<file path="config.mk">
export PLATFORM = sky130hd
export DESIGN_NAME = slc_lcd_ctrl
export DESIGN_NICKNAME = d
export VERILOG_FILES = /design/src/slc_pkg.sv /design/src/slc_lcd_ctrl.sv
export SDC_FILE = /design/constraint.sdc
export NUM_CORES = 1
export LEC_CHECK = 0
export BUFFER_PORTS_ARGS = -buffer_cell sky130_fd_sc_hd__buf_2
export CAP_MARGIN = 40
export CORE_MARGIN = 3
export CORE_UTILIZATION = 53
export CTS_CLUSTER_SIZE = 25
export DETAILED_ROUTE_END_ITERATION = 7
export HOLD_SLACK_MARGIN = 0.03
export PLACE_DENSITY = 0.79
export SETUP_SLACK_MARGIN = 0.15
export SYNTH_ARGS = -nofsm -noshare
export SYNTH_HDL_FRONTEND = slang
export SYNTH_SLANG_ARGS = --single-unit
</file>
<file path="constraint.sdc">
create_clock -name aclk -period 5.79 [get_ports aclk]
set_clock_uncertainty 0.2 [all_clocks]
set_input_delay 1.158 -clock aclk [delete_from_list [all_inputs] [get_ports aclk]]
set_output_delay 1.158 -clock aclk [all_outputs]
set_load 0.05 [all_outputs]
</file>
<file path="src/slc_pkg.sv">
// Constants, field layout and register map of the static LCD output block
// Function
// duty_bias_sel picks quarter, third, half duty or static drive
// In static drive only backplane_drive is common; dual outputs become segments
// seg28_enable low holds last_segment_out low, high drives segment 28
// In static drive data bits 5 to 28 drive same-index segment outputs
// Fixed-level ports take their level from display data bits 1 to 4
// port_pin_split read in order makes first N shared pins ports
// port1_func_sel picks fixed level, clock output or PWM
// port1_func_sel both ones routes PWM channel 1 to port 1
// Ports 2 to 4 choose fixed level or PWM only, no clock
// Port 2 selector first 1 second 0 routes PWM channel 1
// Port 3 selector first 0 second 1 routes PWM channel 2
// Port 4 selector both ones routes PWM channel 3
// Selector 00 gives fixed level, low when its data bit is 0
// Three independent PWM channels, each with its own 6-bit width
// Channel 2 width 0,1,0,0,1,1 gives 79.69 percent high
// Width all ones gives 100 percent, five ones then zero 50 percent
// pwm_rate_sel 0,1,0,0 gives 234.37 Hz PWM frequency
// frame_rate_sel 0,1,0,1 gives 97.66 Hz frame frequency
// Both clock selects zero runs from the internal oscillator
// blank_all_segments turns all segments off, keeping other settings
// Host drives display_blank_n low before power down; display forced off
// Host opens every transfer with device address 44h and full set; the AXI4-Lite host here sends no device address
// low_power_select stops clocks, holds LCD outputs low, still accepts data
// Display data bit 1 turns its segment on, 0 leaves it off
// Host waits over 1 ms after power-on before the first transfer
// Host releases display_blank_n over 10 us after initial transfer
// PWM on-fraction is width plus one over 64, bit 0 least significant
// New fields apply together at the end of a complete transfer
package slc_pkg;
    localparam longint CLK_HZ = 20_000_000;
    localparam int ADDR_W = 8;
    localparam logic [7:0] ADDR_DISP   = 8'h00;
    localparam logic [7:0] ADDR_CTRL   = 8'h04;
    localparam logic [7:0] ADDR_WIDTH  = 8'h08;
    localparam logic [7:0] ADDR_COMMIT = 8'h0c;
    localparam logic [7:0] ADDR_STATUS = 8'h10;
    localparam logic [1:0] RESP_OKAY   = 2'h0;
    localparam logic [1:0] RESP_SLVERR = 2'h2;
    localparam logic [31:0] CTRL_RESET  = 32'h0000_0000;
    localparam logic [31:0] WIDTH_RESET = 32'h0000_0000;
    // Control and width word field positions
    localparam int F_DUTY = 0, F_SPLIT = 2, F_SEG28 = 5, F_EXT = 6, F_OSCP = 7;
    localparam int F_BLANK = 8, F_LOWP = 9, F_PS1 = 10, F_PS2 = 12, F_PS3 = 14;
    localparam int F_PS4 = 16, F_PRATE = 18, F_FRATE = 22;
    localparam int F_W1 = 0, F_W2 = 8, F_W3 = 16;
    // Display data bit index of D(n) is n-1
    localparam int DISP_BITS = 28, N_PORTS = 4, SEG_LO = 4, N_SEG = 20;
    localparam int IDX_S25 = 24, IDX_S26 = 25, IDX_S27 = 26, IDX_S28 = 27;
    localparam logic [1:0] DUTY_QUARTER = 2'h0, DUTY_THIRD = 2'h1;
    localparam logic [1:0] DUTY_HALF = 2'h2, DUTY_STATIC = 2'h3;
    localparam logic [1:0] FUNC_LEVEL = 2'h0, FUNC_CH1 = 2'h1;
    localparam logic [1:0] FUNC_CH2 = 2'h2, FUNC_CH3 = 2'h3;
    localparam logic [1:0] P1_CLOCK = 2'h2, P1_CH1 = 2'h3;
    localparam logic [5:0] PWM_MAX = 6'h3f;
    // Rates: reference codes and their printed frequencies in 0.01 Hz
    localparam longint PWM_HZ_X100 = 23437, PWM_REF_CODE = 2, PWM_STEPS = 64;
    localparam longint FRAME_HZ_X100 = 9766, FRAME_REF_CODE = 10;
    localparam longint PWM_ACC_LIMIT = CLK_HZ * (PWM_REF_CODE + 1) * 100
                                       / (PWM_HZ_X100 * PWM_STEPS);
    // Two phase ticks per frame
    localparam longint FRAME_ACC_DEF = CLK_HZ * (FRAME_REF_CODE + 1) * 100
                                       / (FRAME_HZ_X100 * 2);
endpackage : slc_pkg

</file>
<file path="src/slc_lcd_ctrl.sv">
// Static LCD driver output configuration with AXI4-Lite register access
//
// The address map and the AXI4-Lite slave port are this design's own decisions.
`timescale 1ns/1ps
module slc_lcd_ctrl #(
    parameter int FRAME_ACC_LIMIT = int'(slc_pkg::FRAME_ACC_DEF)
) (
    input  wire logic                       aclk,
    input  wire logic                       aresetn,
    input  wire logic [slc_pkg::ADDR_W-1:0] awaddr,
    input  wire logic                       awvalid,
    output logic                            awready,
    input  wire logic [31:0]                wdata,
    input  wire logic [3:0]                 wstrb,
    input  wire logic                       wvalid,
    output logic                            wready,
    output logic [1:0]                      bresp,
    output logic                            bvalid,
    input  wire logic                       bready,
    input  wire logic [slc_pkg::ADDR_W-1:0] araddr,
    input  wire logic                       arvalid,
    output logic                            arready,
    output logic [31:0]                     rdata,
    output logic [1:0]                      rresp,
    output logic                            rvalid,
    input  wire logic                       rready,
    input  wire logic                       ext_clk_in,
    input  wire logic                       display_blank_n,
    output logic                            backplane_drive,
    output logic                            dual_out_27,
    output logic                            dual_out_26,
    output logic                            dual_out_25,
    output logic [slc_pkg::N_SEG-1:0]       seg_out,
    output logic                            last_segment_out,
    output logic [slc_pkg::N_PORTS-1:0]     shared_out
);
    import slc_pkg::*;

    localparam int FW = $clog2(FRAME_ACC_LIMIT + 16) + 1;
    localparam int PW = $clog2(int'(PWM_ACC_LIMIT) + 16) + 1;
    localparam int B_MIN = 1;
    localparam int B_MAX = 2;

    // ==========================================================
    // Register bus
    logic [ADDR_W-1:0]    aw_addr_q;
    logic [31:0]          w_data_q;
    logic [3:0]           w_strb_q;
    logic                 do_write;
    logic [DISP_BITS-1:0] disp_stage;
    logic [DISP_BITS-1:0] disp_live;
    logic [31:0]          ctrl_stage;
    logic [31:0]          ctrl_live;
    logic [31:0]          width_stage;
    logic [31:0]          width_live;
    logic                 pending;
    logic                 phase;
    logic                 ext_rise;
    logic                 inh_sync;
    logic [31:0]          disp_merged;

    function automatic logic [31:0] merge(input logic [31:0] old_v,
                                          input logic [31:0] new_v,
                                          input logic [3:0]  strb);
        logic [31:0] r;
        r = old_v;
        for (int b = 0; b < 4; b++) begin
            if (strb[b]) begin
                r[b*8 +: 8] = new_v[b*8 +: 8];
            end
        end
        return r;
    endfunction : merge

    // Display word is padded to a full bus word before the byte merge
    assign disp_merged = merge({4'h0, disp_stage}, w_data_q, w_strb_q);

    assign do_write = !awready && !wready && !bvalid;

    always_ff @(posedge aclk) begin
        if (!aresetn) begin
            awready   <= 1'b1;
            wready    <= 1'b1;
            bvalid    <= 1'b0;
            bresp     <= RESP_OKAY;
            aw_addr_q <= '0;
            w_data_q  <= '0;
            w_strb_q  <= '0;
        end else begin
            if (awvalid && awready) begin
                awready   <= 1'b0;
                aw_addr_q <= awaddr;
            end
            if (wvalid && wready) begin
                wready   <= 1'b0;
                w_data_q <= wdata;
                w_strb_q <= wstrb;
            end
            if (do_write) begin
                bvalid <= 1'b1;
                bresp  <= (aw_addr_q <= ADDR_COMMIT && aw_addr_q[1:0] == 2'h0)
                          ? RESP_OKAY : RESP_SLVERR;
            end
            if (bvalid && bready) begin
                bvalid  <= 1'b0;
                awready <= 1'b1;
                wready  <= 1'b1;
            end
        end
    end

    // Staged fields become live only on commit, never piecemeal
    always_ff @(posedge aclk) begin
        if (!aresetn) begin
            disp_stage  <= '0;
            ctrl_stage  <= CTRL_RESET;
            width_stage <= WIDTH_RESET;
            disp_live   <= '0;
            ctrl_live   <= CTRL_RESET;
            width_live  <= WIDTH_RESET;
            pending     <= 1'b0;
        end else if (do_write) begin
            unique case (aw_addr_q)
                ADDR_DISP: begin
                    disp_stage <= disp_merged[DISP_BITS-1:0];
                    pending    <= 1'b1;
                end
                ADDR_CTRL: begin
                    ctrl_stage <= merge(ctrl_stage, w_data_q, w_strb_q);
                    pending    <= 1'b1;
                end
                ADDR_WIDTH: begin
                    width_stage <= merge(width_stage, w_data_q, w_strb_q);
                    pending     <= 1'b1;
                end
                ADDR_COMMIT: begin
                    if (w_strb_q[0] && w_data_q[0]) begin
                        disp_live  <= disp_stage;
                        ctrl_live  <= ctrl_stage;
                        width_live <= width_stage;
                        pending    <= 1'b0;
                    end
                end
                default: begin
                end
            endcase
        end
    end

    // Read answer one cycle after the address is taken
    always_ff @(posedge aclk) begin
        if (!aresetn) begin
            arready <= 1'b1;
            rvalid  <= 1'b0;
            rdata   <= '0;
            rresp   <= RESP_OKAY;
        end else if (arvalid && arready) begin
            arready <= 1'b0;
            rvalid  <= 1'b1;
            rresp   <= RESP_OKAY;
            unique case (araddr)
                ADDR_DISP:   rdata <= {4'h0, disp_stage};
                ADDR_CTRL:   rdata <= ctrl_stage;
                ADDR_WIDTH:  rdata <= width_stage;
                ADDR_COMMIT: rdata <= '0;
                ADDR_STATUS: rdata <= {28'h0, !inh_sync, ext_rise, phase, pending};
                default: begin
                    rdata <= '0;
                    rresp <= RESP_SLVERR;
                end
            endcase
        end else if (rvalid && rready) begin
            rvalid  <= 1'b0;
            arready <= 1'b1;
        end
    end

    // ==========================================================
    // Pin synchronisers
    logic ext_meta, ext_sync, ext_prev, inh_meta;

    always_ff @(posedge aclk) begin
        if (!aresetn) begin
            ext_meta <= 1'b0;
            ext_sync <= 1'b0;
            ext_prev <= 1'b0;
            inh_meta <= 1'b0;
            inh_sync <= 1'b0;
        end else begin
            ext_meta <= ext_clk_in;
            ext_sync <= ext_meta;
            ext_prev <= ext_sync;
            inh_meta <= display_blank_n;
            inh_sync <= inh_meta;
        end
    end
    assign ext_rise = ext_sync && !ext_prev;

    // ==========================================================
    // Time base
    logic       low_pwr;
    logic       base_en;
    logic [4:0] pwm_inc, frame_inc;
    logic [PW-1:0] pwm_acc, pwm_sum;
    logic [FW-1:0] frame_acc, frame_sum;
    logic       pwm_tick, frame_tick;

    assign low_pwr = ctrl_live[F_LOWP];
    // Internal oscillator unless the external clock is chosen; halted in low power
    assign base_en = !low_pwr && (ctrl_live[F_EXT] ? ext_rise : 1'b1);
    // Rate codes scale linearly around the documented reference codes
    assign pwm_inc   = {1'b0, ctrl_live[F_PRATE +: 4]} + 5'h01;
    assign frame_inc = {1'b0, ctrl_live[F_FRATE +: 4]} + 5'h01;
    assign pwm_sum   = pwm_acc + PW'(pwm_inc);
    assign frame_sum = frame_acc + FW'(frame_inc);
    assign pwm_tick   = base_en && pwm_sum >= PW'(PWM_ACC_LIMIT);
    assign frame_tick = base_en && frame_sum >= FW'(FRAME_ACC_LIMIT);

    always_ff @(posedge aclk) begin
        if (!aresetn) begin
            pwm_acc <= '0;
        end else if (pwm_tick) begin
            pwm_acc <= pwm_sum - PW'(PWM_ACC_LIMIT);
        end else if (base_en) begin
            pwm_acc <= pwm_sum;
        end
    end

    always_ff @(posedge aclk) begin
        if (!aresetn) begin
            frame_acc <= '0;
        end else if (frame_tick) begin
            frame_acc <= frame_sum - FW'(FRAME_ACC_LIMIT);
        end else if (base_en) begin
            frame_acc <= frame_sum;
        end
    end

    // ==========================================================
    // PWM channels and clock output
    logic [5:0] pwm_step;
    logic [2:0] pwm_on;
    logic       clk_tgl;

    always_ff @(posedge aclk) begin
        if (!aresetn) begin
            pwm_step <= '0;
            clk_tgl  <= 1'b0;
        end else if (pwm_tick) begin
            pwm_step <= pwm_step + 6'h01;
            clk_tgl  <= !clk_tgl;
        end
    end

    // Width w is high for steps 0..w, so (w+1)/64 on-time
    assign pwm_on[0] = pwm_step <= width_live[F_W1 +: 6];
    assign pwm_on[1] = pwm_step <= width_live[F_W2 +: 6];
    assign pwm_on[2] = pwm_step <= width_live[F_W3 +: 6];

    // ==========================================================
    // Frame phase and common slot
    logic [1:0] slot;

    always_ff @(posedge aclk) begin
        if (!aresetn) begin
            phase <= 1'b0;
            slot  <= '0;
        end else if (frame_tick) begin
            phase <= !phase;
            if (phase) begin
                unique case (ctrl_live[F_DUTY +: 2])
                    DUTY_QUARTER: slot <= slot + 2'h1;
                    DUTY_THIRD:   slot <= (slot == 2'h2) ? 2'h0 : slot + 2'h1;
                    DUTY_HALF:    slot <= (slot == 2'h1) ? 2'h0 : 2'h1;
                    DUTY_STATIC:  slot <= 2'h0;
                endcase
            end
        end
    end

    // ==========================================================
    // Output pins
    logic [1:0] duty;
    logic [2:0] split_n;
    logic [2:0] gp_count;
    logic       lcd_off;
    logic [1:0] psel [N_PORTS];

    assign duty    = ctrl_live[F_DUTY +: 2];
    // Split read P0 first as the high bit
    assign split_n = {ctrl_live[F_SPLIT], ctrl_live[F_SPLIT+1], ctrl_live[F_SPLIT+2]};
    assign gp_count = (split_n <= 3'(N_PORTS)) ? split_n : 3'h0;
    assign lcd_off  = !inh_sync || low_pwr;
    assign psel[0] = ctrl_live[F_PS1 +: 2];
    assign psel[1] = ctrl_live[F_PS2 +: 2];
    assign psel[2] = ctrl_live[F_PS3 +: 2];
    assign psel[3] = ctrl_live[F_PS4 +: 2];

    // Segment level: opposite of common phase when lit
    function automatic logic seg_lvl(input logic d, input logic blank,
                                     input logic ph);
        return ph ^ (d && !blank);
    endfunction : seg_lvl

    function automatic logic com_lvl(input logic [1:0] s, input logic [1:0] k,
                                     input logic ph);
        return (s == k) ? ph : 1'b0;
    endfunction : com_lvl

    always_ff @(posedge aclk) begin
        if (!aresetn || !inh_sync) begin
            backplane_drive  <= 1'b0;
            dual_out_27      <= 1'b0;
            dual_out_26      <= 1'b0;
            dual_out_25      <= 1'b0;
            seg_out          <= '0;
            last_segment_out <= 1'b0;
        end else if (low_pwr) begin
            backplane_drive  <= 1'b0;
            dual_out_27      <= 1'b0;
            dual_out_26      <= 1'b0;
            dual_out_25      <= 1'b0;
            seg_out          <= '0;
            last_segment_out <= 1'b0;
        end else begin
            backplane_drive <= com_lvl(slot, 2'h0, phase);
            for (int i = 0; i < N_SEG; i++) begin
                seg_out[i] <= seg_lvl(disp_live[SEG_LO+i], ctrl_live[F_BLANK], phase);
            end
            dual_out_27 <= (duty == DUTY_STATIC)
                ? seg_lvl(disp_live[IDX_S27], ctrl_live[F_BLANK], phase)
                : com_lvl(slot, 2'h1, phase);
            dual_out_26 <= (duty == DUTY_STATIC || duty == DUTY_HALF)
                ? seg_lvl(disp_live[IDX_S26], ctrl_live[F_BLANK], phase)
                : com_lvl(slot, 2'h2, phase);
            dual_out_25 <= (duty != DUTY_QUARTER)
                ? seg_lvl(disp_live[IDX_S25], ctrl_live[F_BLANK], phase)
                : com_lvl(slot, 2'h3, phase);
            last_segment_out <= ctrl_live[F_SEG28]
                ? seg_lvl(disp_live[IDX_S28], ctrl_live[F_BLANK], phase) : 1'b0;
        end
    end

    // Shared pins: segment or general-purpose port
    always_ff @(posedge aclk) begin
        if (!aresetn || !inh_sync) begin
            shared_out <= '0;
        end else begin
            for (int i = 0; i < N_PORTS; i++) begin
                if (3'(i) >= gp_count) begin
                    shared_out[i] <= low_pwr ? 1'b0
                        : seg_lvl(disp_live[i], ctrl_live[F_BLANK], phase);
                end else if (low_pwr || psel[i] == FUNC_LEVEL) begin
                    shared_out[i] <= disp_live[i];
                end else if (i == 0) begin
                    unique case (psel[0])
                        P1_CH1:   shared_out[0] <= pwm_on[0];
                        P1_CLOCK: shared_out[0] <= clk_tgl;
                        default:  shared_out[0] <= disp_live[0];
                    endcase
                end else begin
                    unique case (psel[i])
                        FUNC_CH1: shared_out[i] <= pwm_on[0];
                        FUNC_CH2: shared_out[i] <= pwm_on[1];
                        default:  shared_out[i] <= pwm_on[2];
                    endcase
                end
            end
        end
    end

    // ==========================================================
    // Checks
    logic [6:0] on_cnt;
    logic [5:0] w2_prev;
    logic       w2_stable;

    always_ff @(posedge aclk) begin
        if (!aresetn) begin
            on_cnt    <= '0;
            w2_prev   <= '0;
            w2_stable <= 1'b0;
        end else if (pwm_tick) begin
            w2_prev <= width_live[F_W2 +: 6];
            if (pwm_step == PWM_MAX) begin
                on_cnt    <= '0;
                w2_stable <= 1'b1;
            end else begin
                on_cnt    <= on_cnt + 7'(pwm_on[1]);
                w2_stable <= w2_stable && (w2_prev == width_live[F_W2 +: 6]);
            end
        end
    end

    a_pwm_fraction: assert property (@(posedge aclk) disable iff (!aresetn)
        (pwm_tick && pwm_step == PWM_MAX && w2_stable
         && w2_prev == width_live[F_W2 +: 6])
        |-> (on_cnt + 7'(pwm_on[1])) == 7'(width_live[F_W2 +: 6]) + 7'h01)
        else $error("PWM on-count does not match width plus one");

    a_inhibit_off: assert property (@(posedge aclk) disable iff (!aresetn)
        !inh_sync |=> (seg_out == '0 && !backplane_drive && shared_out == '0))
        else $error("Outputs not forced off while inhibited");

    a_lowpwr_low: assert property (@(posedge aclk) disable iff (!aresetn)
        low_pwr |=> (seg_out == '0 && !backplane_drive && !dual_out_25))
        else $error("LCD outputs not low in power saving");

    a_seg28_gate: assert property (@(posedge aclk) disable iff (!aresetn)
        !ctrl_live[F_SEG28] |=> !last_segment_out)
        else $error("Last segment driven while disabled");

    a_port4_ch3: assert property (@(posedge aclk) disable iff (!aresetn)
        (!lcd_off && gp_count == 3'h4 && psel[3] == FUNC_CH3)
        |=> shared_out[3] == $past(pwm_on[2]))
        else $error("Port 4 not following PWM channel 3");

    a_port2_ch1: assert property (@(posedge aclk) disable iff (!aresetn)
        (!lcd_off && gp_count >= 3'h2 && psel[1] == FUNC_CH1)
        |=> shared_out[1] == $past(pwm_on[0]))
        else $error("Port 2 not following PWM channel 1");

    a_level_port: assert property (@(posedge aclk) disable iff (!aresetn)
        (inh_sync && gp_count != 3'h0 && psel[0] == FUNC_LEVEL)
        |=> shared_out[0] == $past(disp_live[0]))
        else $error("Fixed-level port 1 not following data bit");

    a_static_dual: assert property (@(posedge aclk) disable iff (!aresetn)
        (!lcd_off && duty == DUTY_STATIC && !ctrl_live[F_BLANK])
        |=> dual_out_27 == ($past(phase) ^ $past(disp_live[IDX_S27])))
        else $error("Dual output 27 not acting as segment in static drive");

    a_commit_atomic: assert property (@(posedge aclk) disable iff (!aresetn)
        !(do_write && aw_addr_q == ADDR_COMMIT)
        |=> ($stable(ctrl_live) && $stable(disp_live) && $stable(width_live)))
        else $error("Live fields changed without a commit");

    a_write_answer: assert property (@(posedge aclk) disable iff (!aresetn)
        (awvalid && awready && wvalid && wready) |-> ##[B_MIN:B_MAX] bvalid)
        else $error("Write response missing");
endmodule : slc_lcd_ctrl

</file>
== Yosys cells after proc, flatten, opt, wreduce, memory -nomap -nowiden ==
Index checks and enable logic that the tools add are counted.
Word-level totals
  input bits: 61
  output and inout bits: 70
  register bits: 333
  word-level logic and storage cells: 249
Cells by class
  order comparisons: 11
  bitwise logic cells: 31
  reductions and logical operators: 92
  eq/ne operators: 22
  multiplexer cells: 40
  add/subtract/negate cells: 8
Operator list (count)
  $pmux W32 S4: 1
  $mux W22: 2
  $reduce_and A3 Y1: 14
  $logic_and A1 B1 Y1: 41
  $eq A8 B4 Y1 const B: 4
  $xor A1 B1 Y1: 28
  $mux W13: 2
  $mux W1: 25
  $add A22 B5 Y22: 1
  $ge A22 B21 Y1 const B: 1
  $sub A22 B21 Y22 const B: 1
  $eq A2 B2 Y1 const B: 9
  $le A6 B6 Y1: 3
  $eq A8 B3 Y1 const B: 2
  $logic_not A8 Y1: 2
  $logic_not A2 Y1: 7
  $add A13 B5 Y13: 1
  $ge A13 B12 Y1 const B: 1
  $sub A13 B12 Y13 const B: 1
  $add A4 B1 Y5 const B: 2
  $eq A2 B1 Y1 const B: 5
  $logic_not A1 Y1: 10
  $pmux W1 S2: 5
  $reduce_bool A2 Y1: 5
  17 further kinds: 31

== Logic depth before layout (Yosys ltp) ==
  depth after elaboration: 6
  mapped depth: 19
  mapped depth without buffers: 18

== Worst setup path before layout ==
OpenSTA, ideal clock, no wires.
  kind: register -> register
  start: register ctrl_live[18]
  end: register pwm_acc[7]
  path buffers: 1
  library setup time: 0.070 ns
  path slack: 1.838 ns
  cell stages (with the launch flop): 20
  data required time: 5.520 ns
  clock period less this slack: 3.952 ns
  arrival time: 3.682 ns
  cell sequence: dfxtp_1 > inv_1 > ha_1 > inv_1 > fa_1 > a21o_1 > a21oi_1 > nor2b_1 > clkbuf_1 > nand2_1 > xnor2_1 > ha_1 > inv_1 > and3_1 > a2111o_1 > a31oi_2 > nor2_1 > xnor2_1 > or3_1 > a21oi_1
On the way
  longest elaborated chain between the ends: 5
  elaborated cells between the ends (all ways): 8
  classes of those cells: add/sub (3); order compare (1); mux (2); reduce/logical (2)
RTL lines
  start, declared: line slc_lcd_ctrl.sv:53  | logic [31:0] ctrl_live;
  start signal, assigned: line slc_lcd_ctrl.sv:139  | ctrl_live <= ctrl_stage;
  $add A4 B1 Y5 *: line slc_lcd_ctrl.sv:212  | assign pwm_inc = {1'b0, ctrl_live[F_PRATE +: 4]} + 5'h01;
  $add A13 B5 Y13 *: line slc_lcd_ctrl.sv:214  | assign pwm_sum = pwm_acc + PW'(pwm_inc);
  $ge A13 B12 Y1: line slc_lcd_ctrl.sv:216  | assign pwm_tick = base_en && pwm_sum >= PW'(PWM_ACC_LIMIT);
  $logic_and A1 B1 Y1: line slc_lcd_ctrl.sv:216
  $mux W13 / $reduce_bool A2 Y1 (equally long branches)
  end signal, assigned: line slc_lcd_ctrl.sv:223  | pwm_acc <= pwm_sum - PW'(PWM_ACC_LIMIT);
  end signal, assigned: line slc_lcd_ctrl.sv:225  | pwm_acc <= pwm_sum;
  end, declared: line slc_lcd_ctrl.sv:204  | logic [PW-1:0] pwm_acc, pwm_sum;
Mark *: on every way between the ends. The rest lies on a longest branch, timed or not. The select of a mux whose other input is x is not followed.
A chain may end at the register's enable or synchronous reset.

== Final worst setup path ==
  start: register ctrl_live[22]
  end: register frame_acc[10]
On the way
  longest elaborated chain between the ends: 5
  elaborated cells between the ends (all ways): 8
  classes of those cells: add/sub (3); order compare (1); mux (2); reduce/logical (2)
RTL lines
  $add A4 B1 Y5 *: line slc_lcd_ctrl.sv:213  | assign frame_inc = {1'b0, ctrl_live[F_FRATE +: 4]} + 5'h01;
  $add A22 B5 Y22 *: line slc_lcd_ctrl.sv:215  | assign frame_sum = frame_acc + FW'(frame_inc);
  $ge A22 B21 Y1: line slc_lcd_ctrl.sv:217  | assign frame_tick = base_en && frame_sum >= FW'(FRAME_ACC_LIMIT);
  $logic_and A1 B1 Y1: line slc_lcd_ctrl.sv:217
  $mux W22 / $reduce_bool A2 Y1 (equally long branches)
  end signal, assigned: line slc_lcd_ctrl.sv:233  | frame_acc <= frame_sum - FW'(FRAME_ACC_LIMIT);
  end signal, assigned: line slc_lcd_ctrl.sv:235  | frame_acc <= frame_sum;
  end, declared: line slc_lcd_ctrl.sv:205  | logic [FW-1:0] frame_acc, frame_sum;
Marks and branches as above.

==> impl_metrics.tcl <==
set metrics [dict create \
    synth_commonest_cells "nand2_1 (328), dfxtp_1 (326), nor2_1 (213)" \
    r2r_cells 13 \
    slew_headroom_pct 34.0 \
    wire_per_inst_um 17.5 \
    ctsHoldBuffers 0 \
    crit_end "frame_acc[10]" \
    end_kind "flip-flop" \
    hold_viol_final 0 \
    hp-class "reg2reg" \
    max_clock_freq_mhz 230 \
    period_needed_ns 4.35 \
    cp.required_ns 6.02 \
    netlist.area_leader.share_pct 42.3 \
    postSynthAreaPerCell_um2 8.22 \
    track_usage_pct 25.8 \
    nets 2051 \
    start_util_pct 54.6 \
    ios 131 \
    die-area_mm2 0.0312 \
    seqCellArea_mm2 0.00653 \
    antenna_found_initial 0 \
    grt_max_degree 160 \
    die_w_um 177 \
    yosys_warnings 0 \
    post-cts-setup-buffers 0 \
    rows 61 \
    run_status "finished, final reports clean" \
    dr.pass1.iters 6 \
    drt_wl_total_um 41100 \
    clkTransAtPathRegs_ns 0.06 \
    slowest_stage "o21ai_2" \
    cp_num_cells 13 \
    synthFlopType "dfxtp_1" \
    yosysMostFrequentCell "nand2_1" \
    synthCells 1876 \
    p_leak_nw 6.90 \
    utilization_pct 61.9 \
    ctsRootBufferMaster "clkbuf_16" \
    ctsResizeCount 0 \
    die_height_um 177 \
    startpoint "ctrl_live[22]" \
    fillers 2390 \
    grt_pass1_vias 12978 \
    rsz0062_at_grt "false" \
    crit_type "reg2reg" \
    max_stage_delay_ns 0.56 \
    r2r_setup_slack_ns 1.44 \
    powerDensity_mw_per_mm2 272 \
    tns_ns 0 \
    coreArea_mm2 0.0282 \
    clock_path_buffers 3 \
    p_sw_w 0.00107 \
    syn_to_final_growth_pct 13.3 \
    synth_edf_count 0 \
    cts_tree "built" \
    viasPerCell 5.84 \
    drt-initial-drc-count 1276 \
    grt.overflow.total 0 \
    vias 13692 \
    portBuffers 128 \
    timing.final.ws_setup_ns 1.44 \
    pwr-share-clk_pct 47.4 \
    ys_top_cells_by_area "dfxtp_1 (42%), mux2i_1 (9.1%), nand2_1 (8.0%)" \
    worstMarginPinSlew_ns 0.990 \
    crit_arrival_ns 4.58 \
    timing.rr.end "frame_acc[10]" \
    cp-start-kind "flip-flop" \
    power.internal_w 0.00369 \
    critical_path_peak_fanout 15 \
    crit_buf_inv 1 \
    crit_family "compound AO/OA/AOI/OAI gates" \
    ys_types 79 \
    p_seq_share_pct 48.3 \
    grt_pass1_wl_um 66200 \
    async_flop_share_pct 0 \
    dp_slack_ns 1.48 \
    dp_hpwl_um 28100 \
    yosys.area.top_type "dfxtp_1" \
    setup_viol 0 \
    cts_buffers 35 \
    multiInputGateArea_mm2 0.00826 \
    num_antenna_cells 0 \
    timing.final.crit_share_pct 75.2 \
    htree_levels 2 \
    clock_sinks 326 \
    seq_area_frac_synth_pct 42.3 \
    syn_area_mm2 0.0154 \
    antenna_left 0 \
    cap_viol_max_count 0 \
    timing.rr.start "ctrl_live[22]" \
    gp_congestion 0.905 \
    ir_worst_vdd_v 0.000195 \
    drive_above_1_share_pct 11.7 \
    final_max_slew_viol_count 0 \
    ys_ff_latch 326 \
    crit_path_cell_trace "inv_1 > ha_1 > fa_1 > and2b_4 > o221ai_4 > nor2_4 > nand2_1 > a221o_1 > o31a_1 > o21ai_2 > a32oi_1 > or4_1 > a21oi_1" \
    clock_latency_ns 0.52 \
    power.share.combinational_pct 4.2 \
    p_sw_share_pct 22.4 \
    drcViolationCount 0 \
]
area by class of cell:
class | count | share of cell area (%)
Tap cell | 378 | 2.71
Clock inverter | 12 | 1.09
Clock buffer | 47 | 5.55
Sequential cell | 326 | 37.3
Inverter | 50 | 1.12
Timing Repair Buffer | 150 | 4.95
Multi-Input combinational cell | 1382 | 47.2
registers in the layout, indices dropped and copies added (netlist names), 2 cells and up:
signal and cells:
pwm_step 6, pwm_acc 13, width_live 18, disp_live 28, ctrl_stage 32, w_strb_q 4, aw_addr_q 8, ctrl_live 25
frame_acc 22, w_data_q 32, slot 2, shared_out 4, disp_stage 28, rdata 32, width_stage 32, seg_out 20
cells in the final DEF (no fill, tap or decap), drive strengths merged, types with 10 or more instances in the layout:
master	n
nand2	330
dfxtp	326
nor2	216
a21oi	166
buf	150
mux2i	140
o21ai	84
inv	51
xnor2	48
clkbuf	47
nand3	43
ha	43
nor2b	39
a22oi	35
nor3	21
nand4	17
or3	14
nand2b	14
a31oi	13
a211oi	13
and2	10
nor4	10
power groups by stage:
| stage | clock network (W) | logic [W] | registers, W |
|---|---|---|---|
| CTS | 0.00228 | 0.000200 | 0.00230 |
| finish | 0.00226 | 0.000202 | 0.00230 |
| global route | 0.00238 | 0.000220 | 0.00230 |
| global placement | 0 | 0.000192 | 0.00235 |
| floorplan | 0 | 0.000124 | 0.00235 |
| detailed placement | 0 | 0.000198 | 0.00235 |
layer usage:
metal / GRT usage (%) / routed length [um] / vias to the layer above
met5: 0 / 0 / -
met4: 8.12 / 1160 / 0
met3: 2.96 / 2660 / 95
met2: 42.9 / 19000 / 515
met1: 35.4 / 18300 / 6488
li1: - / - / 6594
cell families (layout without fill, tap and decap cells):
logic type	Yosys count	count (layout)	synth area share, %
compound gates	387	387	15.4
xor+xnor	56	56	3.18
fa+ha+maj	46	46	3.81
buf+inv	169	259	4.35
flops	326	326	42.3
mux	141	141	9.16
other cells	1	2	0.0243
simple gates	750	750	21.8
worst reg2reg max path, delay by kind of cell (launching register included):
| kind | cells | cell delay, ns |
|---|---|---|
| compound gates | 6 | 1.96 |
| buf+inv | 1 | 0.04 |
| flops | 1 | 0.32 |
| simple gates | 4 | 1.12 |
| fa+ha+maj | 2 | 0.63 |
stage by stage:
stage	area (um2)	std cells	total power (W)	hold WS, ns
2_1_floorplan	15400	1877	0.00247	0.212
3_3_place_gp	16200	2276	0.00254	0.217
3_5_place_dp	16300	2286	0.00254	0.219
4_1_cts	17500	2345	0.00478	0.234
5_1_grt	17500	2345	0.00490	0.255
6_report	17500	2345	0.00476	0.231
how the worst min path moves through the flow:
stage | start | to | depth (start not counted)
finish | ext_meta | ext_sync | 1
global route | ext_meta | ext_sync | 1
CTS | ext_meta | ext_sync | 1
detailed placement | ext_meta | ext_sync | 1
global placement | ext_meta | ext_sync | 1
floorplan | ext_meta | ext_sync | 1
No activity file was read; power rests on OpenSTA's default activity.
